[config.mk]
export PLATFORM = sky130hd
export DESIGN_NAME = ldt_ctrl
export DESIGN_NICKNAME = d
export VERILOG_FILES = /design/src/hw/ldt_pkg.sv /design/src/hw/ldt_ctrl.sv
export VERILOG_INCLUDE_DIRS = /design/src /design/src/hw
export SDC_FILE = /design/constraint.sdc
export NUM_CORES = 1
export LEC_CHECK = 0
export BUFFER_PORTS_ARGS = -buffer_cell sky130_fd_sc_hd__buf_2
export CORE_ASPECT_RATIO = 1.4
export CORE_MARGIN = 2
export CORE_UTILIZATION = 40
export CTS_BUF_LIST = sky130_fd_sc_hd__clkbuf_2
export CTS_CLUSTER_DIAMETER = 30
export DETAILED_ROUTE_END_ITERATION = 7
export PLACE_DENSITY_LB_ADDON = 0.05
export SETUP_SLACK_MARGIN = 0.1
export SYNTH_ARGS = -nofsm -noshare
export SYNTH_HDL_FRONTEND = slang
export SYNTH_SLANG_ARGS = --single-unit
[constraint.sdc]
create_clock -name sys_clk -period 2 [get_ports sys_clk]
set_input_delay 0.3 -clock sys_clk [delete_from_list [all_inputs] [get_ports sys_clk]]
set_output_delay 0.3 -clock sys_clk [all_outputs]
set_load 0.1 [all_outputs]
[src/hw/ldt_defs.svh]
// Register offsets, fields, reset values and timing constants
`ifndef LDT_DEFS_SVH
`define LDT_DEFS_SVH

`define LDT_ADDR_W        8
`define LDT_DATA_W        8

`define LDT_OFS_GEN_CTRL  8'h07
`define LDT_OFS_CONV_CTL0 8'h41
`define LDT_OFS_CONV_CTL1 8'h42
`define LDT_OFS_CONV_DATA 8'h43
`define LDT_OFS_RTZ_CTRL  8'h44
`define LDT_OFS_HTR_CTRL  8'h49
`define LDT_OFS_HTR_SETPT 8'h4a
`define LDT_OFS_HEATER_LEVEL_READBACK  8'h4b
`define LDT_OFS_TRIP_THR  8'h4c
`define LDT_OFS_RESUME_TH 8'h4d
`define LDT_OFS_THERM_DAT 8'h4e

`define LDT_GEN_CONV_EN   3
`define LDT_GEN_TSD_EN    5
`define LDT_C0_CONV_EN    6
`define LDT_C1_TEST_DAC   7
`define LDT_C1_PEAK_INIT  6
`define LDT_C1_PEAK_LOAD  1
`define LDT_RTZ_EN3       7
`define LDT_RTZ_EN2       6
`define LDT_RTZ_EN1       5
`define LDT_RTZ_DLY_HI    4
`define LDT_RTZ_DLY_LO    3
`define LDT_RTZ_WID_HI    2
`define LDT_RTZ_WID_LO    0
`define LDT_HTR_SMP_HI    7
`define LDT_HTR_SMP_LO    5
`define LDT_HTR_REF_HI    4
`define LDT_HTR_REF_LO    3
`define LDT_HTR_MODE_HI   2
`define LDT_HTR_MODE_LO   0

`define LDT_RST_ZERO      8'h00
`define LDT_RST_TRIP      8'h40
`define LDT_RST_RESUME    8'h60
`define LDT_RST_THERM     8'hff
`define LDT_RST_RTZ_DLY   4'h0
`define LDT_RST_RTZ_WID   4'h1

`define LDT_SMP_CNT_W     10
`define LDT_SMP_BASE      10'h004

`endif

[src/hw/ldt_pkg.sv]
// Types for the laser driver control block
package ldt_pkg;

  typedef enum logic [1:0] {
    LDT_TH_RUN  = 2'b01,
    LDT_TH_SHUT = 2'b10
  } ldt_therm_t;

  typedef enum logic [2:0] {
    LDT_HM_OFF     = 3'h0,
    LDT_HM_PWM     = 3'h1,
    LDT_HM_CONV    = 3'h2,
    LDT_HM_OFF_ALT = 3'h3,
    LDT_HM_PULSED  = 3'h4,
    LDT_HM_FULL    = 3'h5,
    LDT_HM_RSV6    = 3'h6,
    LDT_HM_RSV7    = 3'h7
  } ldt_htr_mode_t;

  typedef logic [7:0] ldt_byte_t;

endpackage

[src/hw/ldt_ctrl.sv]
// Register bank, return-to-zero setup, heater control and thermal shutdown
//
// Overview of operation
// - Data write loads peak detector when selected
// - Data write loads test converter, monitored
// - One return-to-zero enable per channel
// - Shared delay code gives 0,1,3,5 sixteenths
// - Shared width is code plus one sixteenths
// - Sample code sets clocks between samples
// - Two-bit heater reference current select
// - Three-bit heater method select
// - Eight-bit heater target set point
// - Heater readback is read-only live value
// - Shutdown when thermal data below trip
// - Recover when thermal data above resume
// - Measure only with both converter enables
// - Shutdown acts only when enabled
// - Smaller temperature code means hotter
// - Thermal data register returns die temperature
`timescale 1ns/1ps
`include "ldt_defs.svh"

module ldt_ctrl
(
  // Clock and reset
  input  wire logic               sys_clk,
  input  wire logic               rst_b,
  // Register port
  input  wire logic [7:0]         reg_addr,
  input  wire ldt_pkg::ldt_byte_t reg_wdata,
  input  wire logic               reg_wr,
  input  wire logic               reg_rd,
  output logic [7:0]              reg_rdata,
  // Converter side
  input  wire ldt_pkg::ldt_byte_t conv_result,
  output logic                    conv_meas_en,
  output logic                    peak_load,
  output logic [7:0]              peak_load_data,
  output logic [1:0]              peak_detect_mode,
  output logic [7:0]              test_dac_level,
  // Return-to-zero setup
  output logic                    return_to_zero_en_ch1,
  output logic                    return_to_zero_en_ch2,
  output logic                    return_to_zero_en_ch3,
  output logic [3:0]              return_to_zero_delay,
  output logic [3:0]              return_to_zero_width,
  // Heater
  input  wire ldt_pkg::ldt_byte_t heater_level,
  output logic                    heater_sample,
  output logic [1:0]              heater_ref_sel,
  output ldt_pkg::ldt_htr_mode_t  heater_mode,
  output logic                    heater_active,
  output logic [7:0]              heater_target_setpoint,
  // Thermal
  input  wire ldt_pkg::ldt_byte_t die_temp,
  input  wire logic               die_temp_valid,
  output logic                    thermal_shutdown
);

  import ldt_pkg::*;

  // Delay code to sixteenths of a clock period
  function automatic logic [3:0] rtz_delay_16(input logic [1:0] code);
    logic [3:0] r;
    r = 4'h0;
    case (code)
      2'h1:    r = 4'h1;
      2'h2:    r = 4'h3;
      2'h3:    r = 4'h5;
      default: r = 4'h0;
    endcase
    return r;
  endfunction

  // Clocks between heater samples, 4 shifted by code
  function automatic logic [`LDT_SMP_CNT_W-1:0] smp_interval(input logic [2:0] code);
    return `LDT_SMP_BASE << code;
  endfunction

  // Heater methods that actually drive the heater
  function automatic logic htr_mode_on(input ldt_htr_mode_t m);
    logic r;
    r = 1'b0;
    case (m)
      LDT_HM_PWM,
      LDT_HM_PULSED,
      LDT_HM_FULL: r = 1'b1;
      default:     r = 1'b0;
    endcase
    return r;
  endfunction

  // Write strobe aimed at one register offset
  function automatic logic wr_hit(input logic       wr,
                                  input logic [7:0] addr,
                                  input logic [7:0] ofs);
    return wr && (addr == ofs);
  endfunction

  // Register storage
  ldt_byte_t                 gen_ctrl_ff;
  ldt_byte_t                 conv_ctl0_ff;
  ldt_byte_t                 conv_ctl1_ff;
  ldt_byte_t                 conv_last_wr_ff;
  ldt_byte_t                 rtz_ctrl_ff;
  ldt_byte_t                 htr_ctrl_ff;
  ldt_byte_t                 htr_setpt_ff;
  ldt_byte_t                 trip_thr_ff;
  ldt_byte_t                 resume_thr_ff;
  ldt_byte_t                 therm_data_ff;
  ldt_byte_t                 rdata_ff;
  ldt_byte_t                 nxt_rdata;
  logic                      peak_load_ff;
  ldt_byte_t                 peak_data_ff;
  ldt_byte_t                 test_dac_ff;
  logic [`LDT_SMP_CNT_W-1:0] smp_cnt_ff;
  logic                      smp_pulse_ff;
  ldt_therm_t                therm_st_ff;
  ldt_therm_t                nxt_therm_st;
  logic                      wr_gen;
  logic                      wr_ctl0;
  logic                      wr_ctl1;
  logic                      wr_data;
  logic                      wr_rtz;
  logic                      wr_htr;
  logic                      wr_setpt;
  logic                      wr_trip;
  logic                      wr_resume;
  logic                      meas_en;
  logic                      tsd_en;
  logic                      smp_run;
  logic [`LDT_SMP_CNT_W-1:0] smp_last;
  logic [3:0]                rtz_dly_ff;
  logic [3:0]                rtz_wid_ff;
  logic                      meas_en_ff;
  logic                      nxt_meas_en;
  ldt_htr_mode_t             htr_mode;

  assign wr_gen    = wr_hit(reg_wr, reg_addr, `LDT_OFS_GEN_CTRL);
  assign wr_ctl0   = wr_hit(reg_wr, reg_addr, `LDT_OFS_CONV_CTL0);
  assign wr_ctl1   = wr_hit(reg_wr, reg_addr, `LDT_OFS_CONV_CTL1);
  assign wr_data   = wr_hit(reg_wr, reg_addr, `LDT_OFS_CONV_DATA);
  assign wr_rtz    = wr_hit(reg_wr, reg_addr, `LDT_OFS_RTZ_CTRL);
  assign wr_htr    = wr_hit(reg_wr, reg_addr, `LDT_OFS_HTR_CTRL);
  assign wr_setpt  = wr_hit(reg_wr, reg_addr, `LDT_OFS_HTR_SETPT);
  assign wr_trip   = wr_hit(reg_wr, reg_addr, `LDT_OFS_TRIP_THR);
  assign wr_resume = wr_hit(reg_wr, reg_addr, `LDT_OFS_RESUME_TH);

  // Configuration registers
  always_ff @(posedge sys_clk or negedge rst_b)
  begin
    if (!rst_b)
    begin
      gen_ctrl_ff   <= `LDT_RST_ZERO;
      conv_ctl0_ff  <= `LDT_RST_ZERO;
      rtz_ctrl_ff   <= `LDT_RST_ZERO;
      htr_ctrl_ff   <= `LDT_RST_ZERO;
      htr_setpt_ff  <= `LDT_RST_ZERO;
      trip_thr_ff   <= `LDT_RST_TRIP;
      resume_thr_ff <= `LDT_RST_RESUME;
    end
    else
    begin
      if (wr_gen)
        gen_ctrl_ff <= reg_wdata;
      if (wr_ctl0)
        conv_ctl0_ff <= reg_wdata;
      if (wr_rtz)
        rtz_ctrl_ff <= reg_wdata;
      if (wr_htr)
        htr_ctrl_ff <= reg_wdata;
      if (wr_setpt)
        htr_setpt_ff <= reg_wdata;
      if (wr_trip)
        trip_thr_ff <= reg_wdata;
      if (wr_resume)
        resume_thr_ff <= reg_wdata;
    end
  end

  // Return-to-zero timing flops, loaded with the control write
  always_ff @(posedge sys_clk or negedge rst_b)
  begin
    if (!rst_b)
    begin
      rtz_dly_ff <= `LDT_RST_RTZ_DLY;
      rtz_wid_ff <= `LDT_RST_RTZ_WID;
    end
    else if (wr_rtz)
    begin
      rtz_dly_ff <= rtz_delay_16(reg_wdata[`LDT_RTZ_DLY_HI:`LDT_RTZ_DLY_LO]);
      rtz_wid_ff <= {1'b0, reg_wdata[`LDT_RTZ_WID_HI:`LDT_RTZ_WID_LO]} + 4'h1;
    end
  end

  // Converter control 1; peak init bit clears itself after one cycle
  always_ff @(posedge sys_clk or negedge rst_b)
  begin
    if (!rst_b)
      conv_ctl1_ff <= `LDT_RST_ZERO;
    else if (wr_ctl1)
      conv_ctl1_ff <= reg_wdata;
    else if (conv_ctl1_ff[`LDT_C1_PEAK_INIT])
      conv_ctl1_ff[`LDT_C1_PEAK_INIT] <= 1'b0;
  end

  // Routing of converter data writes
  always_ff @(posedge sys_clk or negedge rst_b)
  begin
    if (!rst_b)
    begin
      conv_last_wr_ff <= `LDT_RST_ZERO;
      peak_load_ff    <= 1'b0;
      peak_data_ff    <= `LDT_RST_ZERO;
      test_dac_ff     <= `LDT_RST_ZERO;
    end
    else
    begin
      peak_load_ff <= 1'b0;
      if (wr_data)
        conv_last_wr_ff <= reg_wdata;
      if (wr_data && conv_ctl1_ff[`LDT_C1_PEAK_LOAD])
      begin
        peak_load_ff <= 1'b1;
        peak_data_ff <= reg_wdata;
      end
      else if (conv_ctl1_ff[`LDT_C1_PEAK_INIT])
      begin
        peak_load_ff <= 1'b1;
        peak_data_ff <= conv_last_wr_ff;
      end
      if (wr_data && conv_ctl1_ff[`LDT_C1_TEST_DAC])
        test_dac_ff <= reg_wdata;
    end
  end

  // Measured die temperature, refreshed only while converter runs
  assign nxt_meas_en = (wr_gen ? reg_wdata[`LDT_GEN_CONV_EN] : gen_ctrl_ff[`LDT_GEN_CONV_EN])
                       && (wr_ctl0 ? reg_wdata[`LDT_C0_CONV_EN] : conv_ctl0_ff[`LDT_C0_CONV_EN]);

  always_ff @(posedge sys_clk or negedge rst_b)
  begin
    if (!rst_b)
      meas_en_ff <= 1'b0;
    else
      meas_en_ff <= nxt_meas_en;
  end

  assign meas_en = meas_en_ff;

  always_ff @(posedge sys_clk or negedge rst_b)
  begin
    if (!rst_b)
      therm_data_ff <= `LDT_RST_THERM;
    else if (die_temp_valid && meas_en)
      therm_data_ff <= die_temp;
  end

  // Thermal shutdown with hysteresis; low code is hot
  assign tsd_en = gen_ctrl_ff[`LDT_GEN_TSD_EN];

  always_comb
  begin
    nxt_therm_st = therm_st_ff;
    case (therm_st_ff)
      LDT_TH_RUN:
      begin
        if (tsd_en && (therm_data_ff < trip_thr_ff))
          nxt_therm_st = LDT_TH_SHUT;
      end
      LDT_TH_SHUT:
      begin
        if (!tsd_en)
          nxt_therm_st = LDT_TH_RUN;
        else if (therm_data_ff > resume_thr_ff)
          nxt_therm_st = LDT_TH_RUN;
      end
      default:
        nxt_therm_st = LDT_TH_RUN;
    endcase
  end

  always_ff @(posedge sys_clk or negedge rst_b)
  begin
    if (!rst_b)
      therm_st_ff <= LDT_TH_RUN;
    else
      therm_st_ff <= nxt_therm_st;
  end

  // Heater sample interval counter
  assign htr_mode = ldt_htr_mode_t'(htr_ctrl_ff[`LDT_HTR_MODE_HI:`LDT_HTR_MODE_LO]);
  assign smp_run  = htr_mode_on(htr_mode);
  assign smp_last = smp_interval(htr_ctrl_ff[`LDT_HTR_SMP_HI:`LDT_HTR_SMP_LO])
                    - `LDT_SMP_CNT_W'(1);

  always_ff @(posedge sys_clk or negedge rst_b)
  begin
    if (!rst_b)
    begin
      smp_cnt_ff   <= '0;
      smp_pulse_ff <= 1'b0;
    end
    else if (!smp_run || wr_htr)
    begin
      smp_cnt_ff   <= '0;
      smp_pulse_ff <= 1'b0;
    end
    else if (smp_cnt_ff >= smp_last)
    begin
      smp_cnt_ff   <= '0;
      smp_pulse_ff <= 1'b1;
    end
    else
    begin
      smp_cnt_ff   <= smp_cnt_ff + `LDT_SMP_CNT_W'(1);
      smp_pulse_ff <= 1'b0;
    end
  end

  // Read mux; answer stands one cycle after the strobe only
  always_comb
  begin
    nxt_rdata = `LDT_RST_ZERO;
    case (reg_addr)
      `LDT_OFS_GEN_CTRL:  nxt_rdata = gen_ctrl_ff;
      `LDT_OFS_CONV_CTL0: nxt_rdata = conv_ctl0_ff;
      `LDT_OFS_CONV_CTL1: nxt_rdata = conv_ctl1_ff;
      `LDT_OFS_CONV_DATA: nxt_rdata = conv_result;
      `LDT_OFS_RTZ_CTRL:  nxt_rdata = rtz_ctrl_ff;
      `LDT_OFS_HTR_CTRL:  nxt_rdata = htr_ctrl_ff;
      `LDT_OFS_HTR_SETPT: nxt_rdata = htr_setpt_ff;
      `LDT_OFS_HEATER_LEVEL_READBACK:  nxt_rdata = heater_level;
      `LDT_OFS_TRIP_THR:  nxt_rdata = trip_thr_ff;
      `LDT_OFS_RESUME_TH: nxt_rdata = resume_thr_ff;
      `LDT_OFS_THERM_DAT: nxt_rdata = therm_data_ff;
      default:            nxt_rdata = `LDT_RST_ZERO;
    endcase
  end

  always_ff @(posedge sys_clk or negedge rst_b)
  begin
    if (!rst_b)
      rdata_ff <= `LDT_RST_ZERO;
    else if (reg_rd)
      rdata_ff <= nxt_rdata;
    else
      rdata_ff <= `LDT_RST_ZERO;
  end

  // Outputs
  assign reg_rdata             = rdata_ff;
  assign conv_meas_en          = meas_en;
  assign peak_load             = peak_load_ff;
  assign peak_load_data        = peak_data_ff;
  assign peak_detect_mode      = conv_ctl1_ff[1:0];
  assign test_dac_level        = test_dac_ff;
  assign return_to_zero_en_ch1 = rtz_ctrl_ff[`LDT_RTZ_EN1];
  assign return_to_zero_en_ch2 = rtz_ctrl_ff[`LDT_RTZ_EN2];
  assign return_to_zero_en_ch3 = rtz_ctrl_ff[`LDT_RTZ_EN3];
  assign return_to_zero_delay  = rtz_dly_ff;
  assign return_to_zero_width  = rtz_wid_ff;
  assign heater_sample         = smp_pulse_ff;
  assign heater_ref_sel        = htr_ctrl_ff[`LDT_HTR_REF_HI:`LDT_HTR_REF_LO];
  assign heater_mode           = htr_mode;
  assign heater_active         = smp_run;
  assign heater_target_setpoint = htr_setpt_ff;
  assign thermal_shutdown      = (therm_st_ff == LDT_TH_SHUT);

endmodule

==> flow_results.org <==
** Logic synthesis
- Of the total synthesized cell area, the portion taken by AND, OR, NAND and NOR gates is 0.124.
- Largest area contributor in the synthesized netlist :: sky130_fd_sc_hd__dfrtp_1
- Proportion of synthesized chip area in sequential cells :: 0.497
- The number of nets handed over by synthesis was 652.
- FF+latch count, synth :: 126
- Of the total synthesized cell area, the portion taken by XOR and XNOR cells is 0.0124.
- Area of the mapped netlist :: 6370 um^2
- Share of the synthesized area in compound gates (AO/OA/AOI/OAI) :: 0.101
- Area contributors post-synth :: sky130_fd_sc_hd__dfrtp_1 (44%), sky130_fd_sc_hd__mux2_2 (14%), sky130_fd_sc_hd__dfstp_2 (5.4%)
- Largest family of logic cells by synthesized area :: multiplexers
- A synthesized cell averages 11.0 um^2.
- Synth warn :: 0
- Of the total synthesized cell area, the portion taken by full adders, half adders and majority gates is 0.0491.
- Fraction of synthesized area in multiplexers :: 0.173
- Dominant cell by count in the synthesized netlist :: sky130_fd_sc_hd__dfrtp_1
- The netlist uses 52 different library cells.
- In the synthesized netlist the dominant register cell turns out to be sky130_fd_sc_hd__dfrtp_1.
- In the synthesized netlist the async set-or-reset flop fraction comes to 1.00.
- Yosys mapped a number of flops with a built-in enable equal to 0.
- Most frequent cells after synthesis :: sky130_fd_sc_hd__dfrtp_1 (113), sky130_fd_sc_hd__mux2_2 (79), sky130_fd_sc_hd__nand2_1 (66)
- Synthesis produced a netlist whose cell count is 582.
- The share of synthesized area in the top cell type comes to 0.444.

** Power
- The analysis attributes to cell leakage a power of 3.85 nW.
- IR analysis of the VDD net gives a maximum drop of 349 uV.
- Power density over the cells :: 639 nW/um^2
- Power comes to 5.09 mW.

** Floorplanning
- The die covers 17000 um^2.
- Area of the core :: 15600 um^2
- Count of boundary I/O pins :: 100
- Measured along the y axis, the die boundary spans 153 um.
- Count of standard-cell rows :: 54
- Initial cell density of the core :: 0.408
- From left edge to right edge, the die measures 111 um.

** Route
- The detail route stage leaves a number of antenna-violating nets equal to 0.
- Via Count :: 4947
- Dividing the detail-routed wire length by the instance count gives 19.2 um.
- Wire length reported by the detailed router :: 18000 um
- For this run, design rule violations remaining after detail routing come to 0.
- After the first detailed-routing iteration, the DRC count stood at 245.
- Total iterations of the first detailed-routing run :: 5
- Detailed-route vias per instance :: 5.28

** Global routing
- Maximum number of pins on one net before global-route repair :: 58
- Combined global-route utilization of all metal layers :: 0.219
- Number of antenna violations at the first check in global routing :: 1
- The first global-routing pass estimated 28500 um of wire.
- The number of global-route vias before repair is 5066.
- Summed over all layers, the global routing overflow is 0.

** Clock tree
- Largest buffer count on any clock path :: 2
- CTS built an H-tree with a depth of 4.
- At the later pin of the worst-skew pair, clock insertion delay measures 0.69 ns.
- For this design, the sink count on the clock tree is 126.
- The tree is rooted in a sky130_fd_sc_hd__clkbuf_2.
- TritonCTS built the clock tree.
- Clock-pin slew was measured on the worst setup and hold paths at 0.18 ns.
- Cts bufs inserted :: 17

** Setup path
- The worst setup path is launched from a flop.
- Ordered cell list for the critical path :: a21oi_2 > ha_1 > a21oi_1 > o21ai_2 > a2111oi_4 > nand3_2 > buf_6 > nor2_2
- Reg-to-reg critical path endpoint :: smp_cnt_ff[2]$_DFF_PN0_
- Of all nets on the critical path, the largest fanout is 10.
- Worst Reg2Reg Path Length in Cells :: 8
- RR Startpoint :: htr_ctrl_ff[6]$_DFFE_PN0P_
- Data arrives at the worst endpoint at 2.53 ns.
- Flop2flop setup slack :: 0.12 ns
- Delay contributed by the slowest stage of the critical path :: 0.49 ns
- STA puts the critical path data required time at 2.65 ns.
- For this design, the slowest cell found on the critical path is sky130_fd_sc_hd__dfrtp_2.
- Startpoint-to-endpoint class of the critical path :: reg2reg
- Sort of element at the end of the critical path :: flop

** Final layout
- The net count of the finished layout is 799.
- Proportion of layout cells with a drive suffix above 1 :: 0.389
- Layout-stage area growth over the synthesis result :: 24.9%
- Filler Cell Count :: 1434
- After routing the design area is 7960 um^2.

** Timing
- Transition time at the pin with the least slew margin :: 0.566 ns
- Hold timing on the final database bottoms out at a slack of 0.113 ns.
- The clock arrives with 0.0217 ns of skew.
- Relative max-transition margin :: 0.622
- Setup violations remaining at the end of the flow were counted as 0.
- Final critical path time including I/O delays and setup :: 1.88 ns
- Final period utilization :: 0.938
- For this run, the top clock speed supported by timing is 0.533 GHz.
- Final number of hold-violating endpoints :: 0
- Number of max-slew violations in the final report :: 0
- RSZ-0062 raised after global routing :: yes

** Min path
- Hold Path Depth :: 4
- The tightest min-delay check is of the in2reg type.
- For hold timing, the worst endpoint is gen_ctrl_ff[3]$_DFFE_PN0P_.
- The startpoint identified for the worst hold timing path is reg_addr[7].

** Job
- Max-cap viol count :: 0

** Outcome
- The run finished with clean final reports.

** Place
- Final HPWL from detailed placement :: 13000 um
- Buffers placed on the I/O ports in this run total 98.
- Global placement routability congestion :: 0.930
- After detailed placement, the total cell area comes to 7270 um^2.
==> metrics by stage <==
stage / util / worst slack (ns) / instances / TNS, ns
final: 0.510 / 0.124 / 937 / 0
after floorplan: - / 0.0743 / 582 / 0
after global placement: 0.466 / -0.00227 / 879 / -0.00227
after detailed placement: 0.466 / -0.0835 / 879 / -0.709
after CTS: 0.502 / 0.0287 / 935 / 0
after global routing: 0.510 / -0.00469 / 937 / -0.00944
==> sequential cells by signal, indices dropped and copies added, names as in the netlist <==
| name | cells |
|---|---|
| smp_cnt_ff | 10 |
| conv_ctl0_ff | 8 |
| conv_ctl1_ff | 8 |
| conv_last_wr_ff | 8 |
| gen_ctrl_ff | 8 |
| heater_target_setpoint | 8 |
| htr_ctrl_ff | 8 |
| peak_load_data | 8 |
| reg_rdata | 8 |
| resume_thr_ff | 8 |
| rtz_ctrl_ff | 8 |
| test_dac_level | 8 |
| therm_data_ff | 8 |
| trip_thr_ff | 8 |
| return_to_zero_width | 4 |
| return_to_zero_delay | 3 |
| therm_st_ff | 2 |
| conv_meas_en | 1 |
| heater_sample | 1 |
| peak_load | 1 |
==> power by group <==
group | switching, mW | internal, mW | leakage [nW]
Sequential | 0.0751 | 2.65 | 1.62
Clock | 0.910 | 0.553 | 0.132
Combinational | 0.592 | 0.308 | 2.09
Total | 1.58 | 3.51 | 3.85
==> worst max path at each step <==
stage                                    start                       to  slack, ns  cells after the start
finish              htr_ctrl_ff[6]$_DFFE_PN0P_  smp_cnt_ff[2]$_DFF_PN0_       0.12                      8
global route        htr_ctrl_ff[6]$_DFFE_PN0P_  smp_cnt_ff[5]$_DFF_PN0_     -0.005                      8
CTS                 htr_ctrl_ff[0]$_DFFE_PN0P_            heater_active       0.03                      3
detailed placement  htr_ctrl_ff[6]$_DFFE_PN0P_  smp_cnt_ff[2]$_DFF_PN0_      -0.08                      7
global placement    htr_ctrl_ff[6]$_DFFE_PN0P_  smp_cnt_ff[2]$_DFF_PN0_     -0.002                      7
floorplan           htr_ctrl_ff[6]$_DFFE_PN0P_  smp_cnt_ff[2]$_DFF_PN0_       0.07                      8
==> kinds of logic (layout without fill, tap and decap cells) <==
| kind of cell | Yosys count | in the layout |
|---|---|---|
| other cells | 2 | 3 |
| xor+xnor | 9 | 9 |
| compound gates | 98 | 98 |
| simple gates | 163 | 163 |
| buf+inv | 60 | 218 |
| mux | 99 | 99 |
| fa+ha+maj | 25 | 25 |
| flops | 126 | 126 |
==> routing by layer <==
layer	up-vias	wire, um	global-route usage	part of all wire
li1	2353	-	-	-
met1	2431	7680	0.275	0.43
met2	137	9180	0.374	0.51
met3	26	703	0.0460	0.039
met4	0	390	0.0774	0.022
met5	-	0	0	0
==> critical path, delay by kind of cell (launching register included) <==
kind / cells / cell delay, ns
DFF: 1 / 0.49
buffers and inverters: 1 / 0.16
AOI/OAI and AO/OA: 4 / 0.76
and+or+nand+nor: 2 / 0.19
adders and majority gates: 1 / 0.25
==> placed cells by master (no fill, tap or decap), drive strengths merged, types with 13 or more instances in the layout <==
cell type    netlist  routed
o21ai             28      28
inv               22      22
clkbuf            19      42
mux2              79      79
ha                25      25
nand3             25      25
buf               19     123
dfstp             13      13
dlygate4sd3        0      21
dfrtp            113     113
a21oi             19      19
nor2              33      33
mux2i             19      19
nand2             66      66
==> cell type report <==
type                    count  area, um^2  share of cell area
diodes                      1        2.50            0.000314
clock buffers              20         100              0.0126
clock inverters            10        98.8              0.0124
inverters                  22        82.6              0.0104
multi-input cells         396        3000               0.377
flip-flops and latches    126        3180               0.399
well taps                 196         245              0.0308
repair buffers            166        1250               0.158
==> what timing repair did <==
action | 4_1_cts | 5_1_grt
setup endpoints to repair | 34 | 38
resized for setup | 35 | 40
buffers inserted | 5 | 1
hold buffers | 21 | 1
endpoints found under the hold margin | 158 | 1
pin swaps | 2 | 2
Note: power is estimated with default switching activity, not from simulation.
